## src/core/bch_locator_pkg.sv

```systemverilog
// Notes on behaviour
// - Sector-size bit: 0 selects 512-byte sectors, 1 selects 1024-byte sectors.
// - Coefficients live in GF(2^13) for 512-byte, GF(2^14) for 1024-byte sectors.
// - Twenty-five read-write coefficient registers, degrees 0 to 24, 14 bits each.
// - Twenty-three read-only result registers (0x08C to 0x0E4) of 24 positions stored, each holding one error bit position.
// - Reported position zero means the first main-area bit is corrupted.
// - Last sector-area bit reports 4096 (512-byte) or 8192 (1024-byte).
// - First spare bit reports 4097 or 8193, directly after the data positions.
// - Start register holds the 14-bit count of field elements to examine.
// - Writing one to bit 0 of the stop register halts the engine.
// - Status bit 0 shows the engine is busy.
// - Interrupt enable bit 0 enables, interrupt disable bit 0 disables, completion interrupt.
// - Interrupt mask bit 0 shows whether the completion interrupt is enabled.
// - Interrupt status bit 0 flags completion; another field holds the found-error count.
// - Configuration register holds the error degree loaded by software.
// - A read-only register shows the 16-bit field generator polynomial.
// - A write to the start register while idle starts the search; stop register aborts it.
// - Busy stays high for the whole search.
// - At the end: set done, raise interrupt, load count and positions.
package bch_locator_pkg;

    // ----------------------------------------------------------------
    // Register offsets (byte addresses)
    // ----------------------------------------------------------------
    localparam logic [8:0] CFG_OFF     = 9'h000;
    localparam logic [8:0] PRIM_OFF    = 9'h004;
    localparam logic [8:0] START_OFF   = 9'h008;
    localparam logic [8:0] STOP_OFF    = 9'h00C;
    localparam logic [8:0] STATUS_OFF  = 9'h010;
    localparam logic [8:0] IEN_OFF     = 9'h014;
    localparam logic [8:0] IDIS_OFF    = 9'h018;
    localparam logic [8:0] IMASK_OFF   = 9'h01C;
    localparam logic [8:0] ISTAT_OFF   = 9'h020;
    localparam logic [8:0] COEFF_FIRST = 9'h028;
    localparam logic [8:0] COEFF_LAST  = 9'h088;
    localparam logic [8:0] POS_FIRST   = 9'h08C;
    localparam logic [8:0] POS_LAST    = 9'h0E4;

    // ----------------------------------------------------------------
    // Fields and sizes
    // ----------------------------------------------------------------
    localparam int unsigned COEFF_COUNT = 25;
    localparam int unsigned POS_COUNT   = 24;
    localparam int unsigned SECTOR_BIT  = 0;
    localparam int unsigned DEGREE_LSB  = 16;
    localparam int unsigned CNT_LSB     = 8;
    localparam int unsigned FLAG_BIT    = 0;
    localparam logic [4:0]  MAX_DEGREE  = 5'h18;

    // ----------------------------------------------------------------
    // Field arithmetic and reset values
    // ----------------------------------------------------------------
    localparam logic [15:0] GEN_POLY_13   = 16'h201B;
    localparam logic [15:0] GEN_POLY_14   = 16'h4443;
    localparam logic [13:0] FIELD_MASK_13 = 14'h1FFF;
    localparam logic [13:0] FIELD_MASK_14 = 14'h3FFF;
    localparam logic [13:0] ALPHA         = 14'h0002;
    localparam logic [13:0] FIELD_ONE     = 14'h0001;
    localparam logic [31:0] REG_RESET     = 32'h0000_0000;

    typedef struct packed {
        logic        read;
        logic        write;
        logic [8:0]  address;
        logic [3:0]  byteenable;
        logic [31:0] writedata;
    } avmm_req_s;

    typedef struct packed {
        logic [31:0] readdata;
        logic        waitrequest;
    } avmm_rsp_s;

    typedef enum logic [0:0] {ENG_IDLE, ENG_EVAL} engine_state_e;

endpackage : bch_locator_pkg

```

## src/core/bch_error_locator_regs.sv

```systemverilog
// Chosen here: the Avalon-MM register port.
`timescale 1ns/1ps
module bch_error_locator_regs (
    input  wire logic                       clk,
    input  wire logic                       reset,
    input  wire bch_locator_pkg::avmm_req_s busReq,
    output bch_locator_pkg::avmm_rsp_s      busRsp,
    output logic                            engineIrq
);

    // ----------------------------------------------------------------
    // Storage
    // ----------------------------------------------------------------
    logic [13:0]                    coeff   [bch_locator_pkg::COEFF_COUNT];
    logic [13:0]                    posWork [bch_locator_pkg::POS_COUNT];
    logic [13:0]                    errPos  [bch_locator_pkg::POS_COUNT];
    logic                           sectorSel;
    logic [4:0]                     degree;
    logic [15:0]                    primPoly;
    logic [13:0]                    searchLen;
    logic                           haltBit;
    logic                           busy;
    logic                           doneFlag;
    logic                           irqMask;
    logic [4:0]                     errCount;
    logic [4:0]                     foundCount;
    bch_locator_pkg::engine_state_e state;
    logic [13:0]                    element;
    logic [13:0]                    acc;
    logic [13:0]                    index;
    logic [4:0]                     k;

    logic        accept;
    logic        wrAcc;
    logic        rdAcc;
    logic [31:0] beMask;
    logic [31:0] rdWord;
    logic        isCoeff;
    logic        isPos;
    logic [4:0]  coeffIdx;
    logic [4:0]  posIdx;
    logic        startHit;
    logic        haltHit;
    logic [13:0] hornerVal;
    logic        rootHit;
    logic        lastElem;
    logic        finishNow;
    logic [4:0]  degreeClamp;
    logic        next_doneFlag;
    logic        next_irqMask;

    // ----------------------------------------------------------------
    // Field multiply
    // ----------------------------------------------------------------
    // Bit-serial product, unrolled by the loop: all 14 steps combinational, all in a single cycle
    function automatic logic [13:0] gf_mul(input logic [13:0] a, input logic [13:0] b, input logic wide);
        logic [14:0] prod;
        logic [14:0] poly;
        logic [13:0] fmask;
        prod  = '0;
        poly  = wide ? bch_locator_pkg::GEN_POLY_14[14:0] : bch_locator_pkg::GEN_POLY_13[14:0];
        fmask = wide ? bch_locator_pkg::FIELD_MASK_14 : bch_locator_pkg::FIELD_MASK_13;
        for (int i = 13; i >= 0; i--)
        begin
            prod = {prod[13:0], 1'b0};
            if (wide ? prod[14] : prod[13])
            begin
                prod = prod ^ poly;
            end
            if (b[i] && fmask[i])
            begin
                prod = prod ^ {1'b0, a & fmask};
            end
        end
        return prod[13:0] & fmask;
    endfunction : gf_mul

    // ----------------------------------------------------------------
    // Bus decode
    // ----------------------------------------------------------------
    assign accept   = (busReq.read || busReq.write) && !busRsp.waitrequest;
    assign wrAcc    = accept && busReq.write;
    assign rdAcc    = accept && busReq.read;
    assign beMask   = {{8{busReq.byteenable[3]}}, {8{busReq.byteenable[2]}},
                       {8{busReq.byteenable[1]}}, {8{busReq.byteenable[0]}}};
    assign isCoeff  = busReq.address >= bch_locator_pkg::COEFF_FIRST
                      && busReq.address <= bch_locator_pkg::COEFF_LAST && busReq.address[1:0] == 2'b00;
    assign isPos    = busReq.address >= bch_locator_pkg::POS_FIRST
                      && busReq.address <= bch_locator_pkg::POS_LAST && busReq.address[1:0] == 2'b00;
    assign coeffIdx = 5'((busReq.address - bch_locator_pkg::COEFF_FIRST) >> 2);
    assign posIdx   = 5'((busReq.address - bch_locator_pkg::POS_FIRST) >> 2);
    assign startHit = wrAcc && busReq.address == bch_locator_pkg::START_OFF;
    assign haltHit  = wrAcc && busReq.address == bch_locator_pkg::STOP_OFF
                      && busReq.byteenable[0] && busReq.writedata[bch_locator_pkg::FLAG_BIT];

    always_comb
    begin
        rdWord = bch_locator_pkg::REG_RESET;
        if (isCoeff)
        begin
            rdWord[13:0] = coeff[coeffIdx];
        end
        else if (isPos)
        begin
            rdWord[13:0] = errPos[posIdx];
        end
        else
        begin
            unique case (busReq.address)
                bch_locator_pkg::CFG_OFF:
                begin
                    rdWord[bch_locator_pkg::SECTOR_BIT]           = sectorSel;
                    rdWord[bch_locator_pkg::DEGREE_LSB +: 5]      = degree;
                end
                bch_locator_pkg::PRIM_OFF:   rdWord[15:0] = primPoly;
                bch_locator_pkg::START_OFF:  rdWord[13:0] = searchLen;
                bch_locator_pkg::STOP_OFF:   rdWord[bch_locator_pkg::FLAG_BIT] = haltBit;
                bch_locator_pkg::STATUS_OFF: rdWord[bch_locator_pkg::FLAG_BIT] = busy;
                bch_locator_pkg::IMASK_OFF:  rdWord[bch_locator_pkg::FLAG_BIT] = irqMask;
                bch_locator_pkg::ISTAT_OFF:
                begin
                    rdWord[bch_locator_pkg::FLAG_BIT]        = doneFlag;
                    rdWord[bch_locator_pkg::CNT_LSB +: 5]    = errCount;
                end
                default:                     rdWord = bch_locator_pkg::REG_RESET;
            endcase
        end
    end

    // ----------------------------------------------------------------
    // Avalon slave answer
    // ----------------------------------------------------------------
    // One wait cycle on every access; read data registered before release
    always_ff @(posedge clk or posedge reset)
    begin
        if (reset)
        begin
            busRsp.waitrequest <= 1'b1;
            busRsp.readdata    <= bch_locator_pkg::REG_RESET;
        end
        else
        begin
            busRsp.waitrequest <= !((busReq.read || busReq.write) && busRsp.waitrequest);
            busRsp.readdata    <= busReq.read ? rdWord : bch_locator_pkg::REG_RESET;
        end
    end

    // ----------------------------------------------------------------
    // Configuration registers
    // ----------------------------------------------------------------
    // Locked while busy so the search never sees a field change mid-way
    always_ff @(posedge clk or posedge reset)
    begin
        if (reset)
        begin
            sectorSel <= 1'b0;
            degree    <= '0;
            searchLen <= '0;
            haltBit   <= 1'b0;
            for (int i = 0; i < bch_locator_pkg::COEFF_COUNT; i++)
            begin
                coeff[i] <= '0;
            end
        end
        else if (wrAcc && busReq.address == bch_locator_pkg::STOP_OFF && busReq.byteenable[0])
        begin
            haltBit <= busReq.writedata[bch_locator_pkg::FLAG_BIT];
        end
        else if (wrAcc && !busy)
        begin
            if (isCoeff)
            begin
                coeff[coeffIdx] <= (coeff[coeffIdx] & ~beMask[13:0]) | (busReq.writedata[13:0] & beMask[13:0]);
            end
            else if (busReq.address == bch_locator_pkg::CFG_OFF)
            begin
                if (busReq.byteenable[0])
                begin
                    sectorSel <= busReq.writedata[bch_locator_pkg::SECTOR_BIT];
                end
                if (busReq.byteenable[2])
                begin
                    degree <= busReq.writedata[bch_locator_pkg::DEGREE_LSB +: 5];
                end
            end
            else if (busReq.address == bch_locator_pkg::START_OFF)
            begin
                searchLen <= (searchLen & ~beMask[13:0]) | (busReq.writedata[13:0] & beMask[13:0]);
            end
        end
    end

    assign primPoly = sectorSel ? bch_locator_pkg::GEN_POLY_14 : bch_locator_pkg::GEN_POLY_13;

    // ----------------------------------------------------------------
    // Root search engine
    // ----------------------------------------------------------------
    // Horner evaluation of the locator at alpha^index, one term per cycle.
    // Index counts bits in storage order, so positions run on from data into spare.
    assign degreeClamp = (degree > bch_locator_pkg::MAX_DEGREE) ? bch_locator_pkg::MAX_DEGREE : degree;
    assign hornerVal   = gf_mul(acc, element, sectorSel) ^ coeff[k];
    assign rootHit     = state == bch_locator_pkg::ENG_EVAL && k == 5'h00 && hornerVal == 14'h0000;
    assign lastElem    = index == searchLen - 14'h0001;
    assign finishNow   = (state == bch_locator_pkg::ENG_EVAL && k == 5'h00 && lastElem && !haltHit)
                         || (startHit && !busy && busReq.byteenable[1:0] == 2'b11
                             && busReq.writedata[13:0] == 14'h0000);
    assign busy        = state == bch_locator_pkg::ENG_EVAL;

    always_ff @(posedge clk or posedge reset)
    begin
        if (reset)
        begin
            state      <= bch_locator_pkg::ENG_IDLE;
            element    <= '0;
            acc        <= '0;
            index      <= '0;
            k          <= '0;
            foundCount <= '0;
        end
        else if (haltHit)
        begin
            state <= bch_locator_pkg::ENG_IDLE;
        end
        else if (startHit && !busy)
        begin
            state      <= finishNow ? bch_locator_pkg::ENG_IDLE : bch_locator_pkg::ENG_EVAL;
            element    <= bch_locator_pkg::FIELD_ONE;
            acc        <= '0;
            index      <= '0;
            k          <= degreeClamp;
            foundCount <= '0;
        end
        else if (state == bch_locator_pkg::ENG_EVAL)
        begin
            if (k != 5'h00)
            begin
                acc <= hornerVal;
                k   <= k - 5'h01;
            end
            else
            begin
                if (rootHit && foundCount < 5'(bch_locator_pkg::POS_COUNT))
                begin
                    foundCount <= foundCount + 5'h01;
                end
                if (lastElem)
                begin
                    state <= bch_locator_pkg::ENG_IDLE;
                end
                else
                begin
                    element <= gf_mul(element, bch_locator_pkg::ALPHA, sectorSel);
                    index   <= index + 14'h0001;
                    acc     <= '0;
                    k       <= degreeClamp;
                end
            end
        end
    end

    // Working positions, copied out only when the search completes
    always_ff @(posedge clk or posedge reset)
    begin
        if (reset)
        begin
            for (int i = 0; i < bch_locator_pkg::POS_COUNT; i++)
            begin
                posWork[i] <= '0;
            end
        end
        else if (startHit && !busy)
        begin
            for (int i = 0; i < bch_locator_pkg::POS_COUNT; i++)
            begin
                posWork[i] <= '0;
            end
        end
        else if (rootHit && foundCount < 5'(bch_locator_pkg::POS_COUNT))
        begin
            posWork[foundCount] <= index;
        end
    end

    always_ff @(posedge clk or posedge reset)
    begin
        if (reset)
        begin
            errCount <= '0;
            for (int i = 0; i < bch_locator_pkg::POS_COUNT; i++)
            begin
                errPos[i] <= '0;
            end
        end
        else if (finishNow)
        begin
            errCount <= (state != bch_locator_pkg::ENG_EVAL) ? 5'h00
                        : foundCount + 5'(rootHit && foundCount < 5'(bch_locator_pkg::POS_COUNT));
            for (int i = 0; i < bch_locator_pkg::POS_COUNT; i++)
            begin
                errPos[i] <= (state != bch_locator_pkg::ENG_EVAL) ? 14'h0000
                             : (rootHit && foundCount == 5'(i)) ? index : posWork[i];
            end
        end
    end

    // ----------------------------------------------------------------
    // Completion flag and interrupt
    // ----------------------------------------------------------------
    always_comb
    begin
        next_doneFlag = doneFlag;
        if (rdAcc && busReq.address == bch_locator_pkg::ISTAT_OFF)
        begin
            next_doneFlag = 1'b0;
        end
        if (finishNow)
        begin
            next_doneFlag = 1'b1;
        end
        next_irqMask = irqMask;
        if (wrAcc && busReq.byteenable[0] && busReq.writedata[bch_locator_pkg::FLAG_BIT])
        begin
            if (busReq.address == bch_locator_pkg::IEN_OFF)
            begin
                next_irqMask = 1'b1;
            end
            else if (busReq.address == bch_locator_pkg::IDIS_OFF)
            begin
                next_irqMask = 1'b0;
            end
        end
    end

    always_ff @(posedge clk or posedge reset)
    begin
        if (reset)
        begin
            doneFlag  <= 1'b0;
            irqMask   <= 1'b0;
            engineIrq <= 1'b0;
        end
        else
        begin
            doneFlag  <= next_doneFlag;
            irqMask   <= next_irqMask;
            engineIrq <= next_doneFlag && next_irqMask;
        end
    end

    // ----------------------------------------------------------------
    // Checks
    // ----------------------------------------------------------------
    a_start_busy: assert property (@(posedge clk) disable iff (reset)
        startHit && !busy && !finishNow |=> busy && state == bch_locator_pkg::ENG_EVAL)
        else $error("start write did not raise busy");

    a_halt_stop: assert property (@(posedge clk) disable iff (reset)
        haltHit |=> !busy && doneFlag == $past(doneFlag))
        else $error("halt did not stop the engine");

    a_busy_hold: assert property (@(posedge clk) disable iff (reset)
        busy && !haltHit && !(k == 5'h00 && lastElem) |=> busy)
        else $error("busy dropped during search");

    a_finish_done: assert property (@(posedge clk) disable iff (reset)
        finishNow |=> doneFlag && !busy && errCount <= bch_locator_pkg::MAX_DEGREE)
        else $error("completion not reported");

    a_irq_masked: assert property (@(posedge clk) disable iff (reset)
        !next_irqMask |=> !engineIrq)
        else $error("interrupt raised while masked");

    a_irq_done: assert property (@(posedge clk) disable iff (reset)
        doneFlag && irqMask |-> engineIrq)
        else $error("interrupt missing with done and mask set");

    a_mask_enable: assert property (@(posedge clk) disable iff (reset)
        wrAcc && busReq.address == bch_locator_pkg::IEN_OFF && busReq.byteenable[0] && busReq.writedata[0]
        |=> irqMask)
        else $error("interrupt enable write ignored");

    a_coeff_store: assert property (@(posedge clk) disable iff (reset)
        wrAcc && !busy && busReq.address == bch_locator_pkg::COEFF_FIRST && busReq.byteenable == 4'hF
        |=> coeff[0] == $past(busReq.writedata[13:0]))
        else $error("coefficient write lost");

    a_pos_range: assert property (@(posedge clk) disable iff (reset)
        rootHit |-> index < searchLen)
        else $error("position beyond search length");

    a_wait_pulse: assert property (@(posedge clk) disable iff (reset)
        !busRsp.waitrequest |=> busRsp.waitrequest)
        else $error("waitrequest low for more than one cycle");

endmodule : bch_error_locator_regs

```

## config.mk

```make
export PLATFORM = sky130hd
export DESIGN_NAME = bch_error_locator_regs
export DESIGN_NICKNAME = d
export VERILOG_FILES = /design/src/core/bch_locator_pkg.sv /design/src/core/bch_error_locator_regs.sv
export SDC_FILE = /design/constraint.sdc
export NUM_CORES = 2
export LEC_CHECK = 0
export BUFFER_PORTS_ARGS = -buffer_cell sky130_fd_sc_hd__buf_4
export CORE_UTILIZATION = 50
export CTS_BUF_LIST = sky130_fd_sc_hd__clkbuf_8
export DETAILED_ROUTE_END_ITERATION = 10
export PLACE_DENSITY = 0.66
export SLEW_MARGIN = 10
export SYNTH_ARGS = -nofsm -noshare
export SYNTH_HDL_FRONTEND = slang
export SYNTH_SLANG_ARGS = --single-unit
```

## constraint.sdc

```tcl
create_clock -name clk -period 59.1 [get_ports clk]
set_clock_uncertainty 0.2 [all_clocks]
set_input_delay 11.82 -clock clk [delete_from_list [all_inputs] [get_ports clk]]
set_output_delay 11.82 -clock clk [all_outputs]
set_load 0.02 [all_outputs]
```

==> results.tsv <==
metric	value	unit
overall power	1.71	mW
CTS buffer count	186	
worst hold path class	flip-flop to flip-flop	
ys flop type	dfrtp_1	
Max Cap Viol	0	
drt total wl	161	mm
Tmin final	16.97	ns
Area Growth Syn to Fin	9.18	%
outcome	finished, final reports clean	
row cnt	122	
Async S/R FF share, synth	100	%
CP Cell Sequence	buf_4 -> or3_1 -> or3_1 -> nor3_1 -> nand4_1 -> nor2_1 -> or3_4 -> and2_4 -> buf_4 -> buf_4 -> nand2_1 -> o21ai_0	
total grt overflow	0	
final setup margin	42.13	ns
TritonCTS Sinks	1125	
leakage	27.1	nW
placed cell count	6544	
final instance area	0.0613	mm²
latest clock arrival within the worst-skew pair	0.89	ns
layout cells sized above 1	14.7	%
crit path kind	input port to flip-flop	
most frequent CP cell	buf_4	
pre-CTS setup slack	41.32	ns
Yosys warnings	0	
Worst setup SP type	input port	
initial antenna violation count	11	
RSZ-0062 raised after global routing	false	
Critical Path RT	59.68	ns
arrival time worst endpoint	17.55	ns
PortBufs	56	
EDFF count, synth	0	
Detailed Route Iter0 Violations	4229	
Detail Placement HPWL	97.7	mm
Max VDD drop	0.0192	mV
die extent in x	337	µm
fin cells	6877	
setup TNS	0	ns
Final Net Count	5310	
final-report hold violation count	0	
die area	0.114	mm²
gr usage total	28.8	%
CP delay by family, top	simple AND/OR/NAND/NOR gates	
Post-DRT Antenna Nets	0	
Core Region	0.111	mm²
#FFs+latches synth	1125	
drt drc	0	
clk buf depth	3	
crit-path max FO	92	
final worst-path cycle share	28.7	%
H-tree depth	4	
Syn Area/Cell	10.5	µm²
Slowest-stage cell, CP	buf_4	
DR vias/cell	6.00	
Slew HR	15.4	%
CP Capture Type	flip-flop	
Root Driver	clkbuf_8	
hold-fix buffers at CTS	0	
crit path buf inv count	3	
highest clock rate	0.0589	GHz
drt wl/cell	23.4	µm
Routability Congestion	0.938	
Max Transition Viols Final	0	
synthesized instance count	5347	
count of cell types in the netlist	76	
Seq/Total Area, Yosys	50.2	%
pwr dens	27.9	mW/mm²
synthesized area	0.0561	mm²
Critical Path Max Stage Delay	0.91	ns
Least-Margin Pin Slew	1.27	ns
total setup buffers inserted after CTS	0	
Final Setup Violations	0	
Post-DP Area	0.0575	mm²
# IOs	83	
CTS tree	done	
largest net degree at the start of global routing	203	
global-route wire length before repair	248	mm
Worst-path clk slew	0.07	ns
die height	337	µm
R2R Setup Slk	52.04	ns
vias in the first global route	40144	
detailed-route via count	41252	
initial core utilization	50.6	%
post-CTS sizing	0	
First-pass DRT Iterations	6	
## final cells by class
cell class | count | area [µm²]
clock buffers | 234 | 3220
inverters | 42 | 165
clock inverters | 93 | 532
repair buffers | 167 | 1300
multi-input cells | 3722 | 26000
fillers | 9557 | 49700
well taps | 1488 | 1860
flip-flops and latches | 1125 | 28200
diodes | 6 | 15.0
## cell families (layout without fill, tap and decap cells)
logic type | after synthesis | in the layout | share of synthesized area [%]
other cells | 1 | 18 | 0.00668
mux | 741 | 741 | 18.3
fa+ha+maj | 17 | 17 | 0.379
simple gates | 1684 | 1684 | 12.5
xor+xnor | 278 | 278 | 4.99
flops | 1125 | 1125 | 50.2
compound gates | 990 | 990 | 9.79
buf+inv | 511 | 536 | 3.87
## per-stage QoR
stage	util, %	hold slack (ns)
2_1_floorplan	-	0.245
3_3_place_gp	51.8	0.256
3_5_place_dp	51.8	0.264
4_1_cts	55.2	0.278
5_1_grt	55.2	0.299
6_report	55.2	0.272
## power by group
group	internal [mW]	switching (mW)	leakage (nW)	total, mW
clock	0.365	0.320	2.18	0.686
sequential	0.784	0.0194	12.3	0.803
combinational	0.0737	0.146	12.7	0.219
## placed cells by master, fill, tap and decap left out, types with 34 or more instances in the layout
cell | netlist | final
a21oi_1 | 252 | 241
xnor2_1 | 176 | 173
dfrtp_1 | 1124 | 1121
nor3_1 | 35 | 34
mux2i_1 | 459 | 456
inv_1 | 40 | 106
clkbuf_8 | 0 | 234
o21ai_1 | 161 | 161
mux4_2 | 223 | 223
mux2_2 | 59 | 59
xor2_1 | 76 | 74
nand3_1 | 54 | 54
nand2_1 | 841 | 841
o21ai_0 | 394 | 394
buf_4 | 17 | 163
nor2_1 | 605 | 592
## path summary, 6_finish.rpt
path | from | end | cells past startpoint
max in group asynchronous | reset | errPos[106] | 6
worst max-delay path | busReq[37] | errPos[179] | 12
worst min-delay path | errPos[81] | errPos[81] | 2
worst max register to register | k[0] | errPos[284] | 14
min in group asynchronous | reset | acc[9] | 2
worst min register to register | errPos[81] | errPos[81] | 2
## cells in the mapped netlist, types with 5 or more instances
cell | n | share of area (%)
xor2_1 | 76 | 1.2
o32ai_1 | 5 | 0.078
xnor2_1 | 176 | 2.7
o211ai_1 | 8 | 0.11
xnor3_1 | 21 | 0.84
buf_1 | 51 | 0.34
and2_1 | 22 | 0.25
a211oi_1 | 13 | 0.17
inv_1 | 40 | 0.27
nand3_1 | 54 | 0.48
o22a_1 | 5 | 0.078
nand4_1 | 16 | 0.18
ha_1 | 17 | 0.38
o31ai_1 | 14 | 0.19
clkbuf_1 | 348 | 2.3
nand2b_1 | 12 | 0.13
dfrtp_1 | 1124 | 50
nor2_1 | 605 | 4.0
buf_4 | 17 | 0.23
nand3_4 | 12 | 0.37
a222oi_1 | 5 | 0.089
nand3_2 | 5 | 0.089
a22oi_1 | 19 | 0.25
a31o_2 | 15 | 0.23
mux4_2 | 223 | 8.9
o21ai_0 | 394 | 3.5
buf_6 | 17 | 0.34
nand2_1 | 841 | 5.6
a21oi_1 | 252 | 2.2
a31oi_1 | 15 | 0.17
buf_2 | 35 | 0.31
nor4_1 | 8 | 0.089
nor2b_1 | 16 | 0.18
a22o_1 | 9 | 0.14
mux2_2 | 59 | 1.2
nor3_1 | 35 | 0.31
mux2i_1 | 459 | 8.2
or3_1 | 16 | 0.18
o22ai_1 | 25 | 0.28
and3_1 | 19 | 0.21
o221ai_1 | 9 | 0.14
a221o_1 | 9 | 0.16
o21ai_1 | 161 | 1.4
## sequential cells by signal, summed over array words and instances (netlist names), 14 cells and up, named ones only
name,cells
coeff,350
errPos,336
posWork,336
busRsp,21
acc,14
element,14
index,14
## worst register-to-register path, delay by kind of cell (launching register included)
kind                      cells  cell delay (ns)
AOI/OAI and AO/OA             3             1.12
muxes                         2             0.92
xor gates and xnor gates      2             0.95
and+or+nand+nor               5             1.64
DFF                           1             0.75
buffers and inverters         2             1.30
## metal layers
metal	track usage, %	wire length [µm]
met5	0	80
met1	42.8	71000
met3	6.80	15200
met2	41.2	69700
met4	10.3	4950
Note: power is estimated with default switching activity, not from simulation.
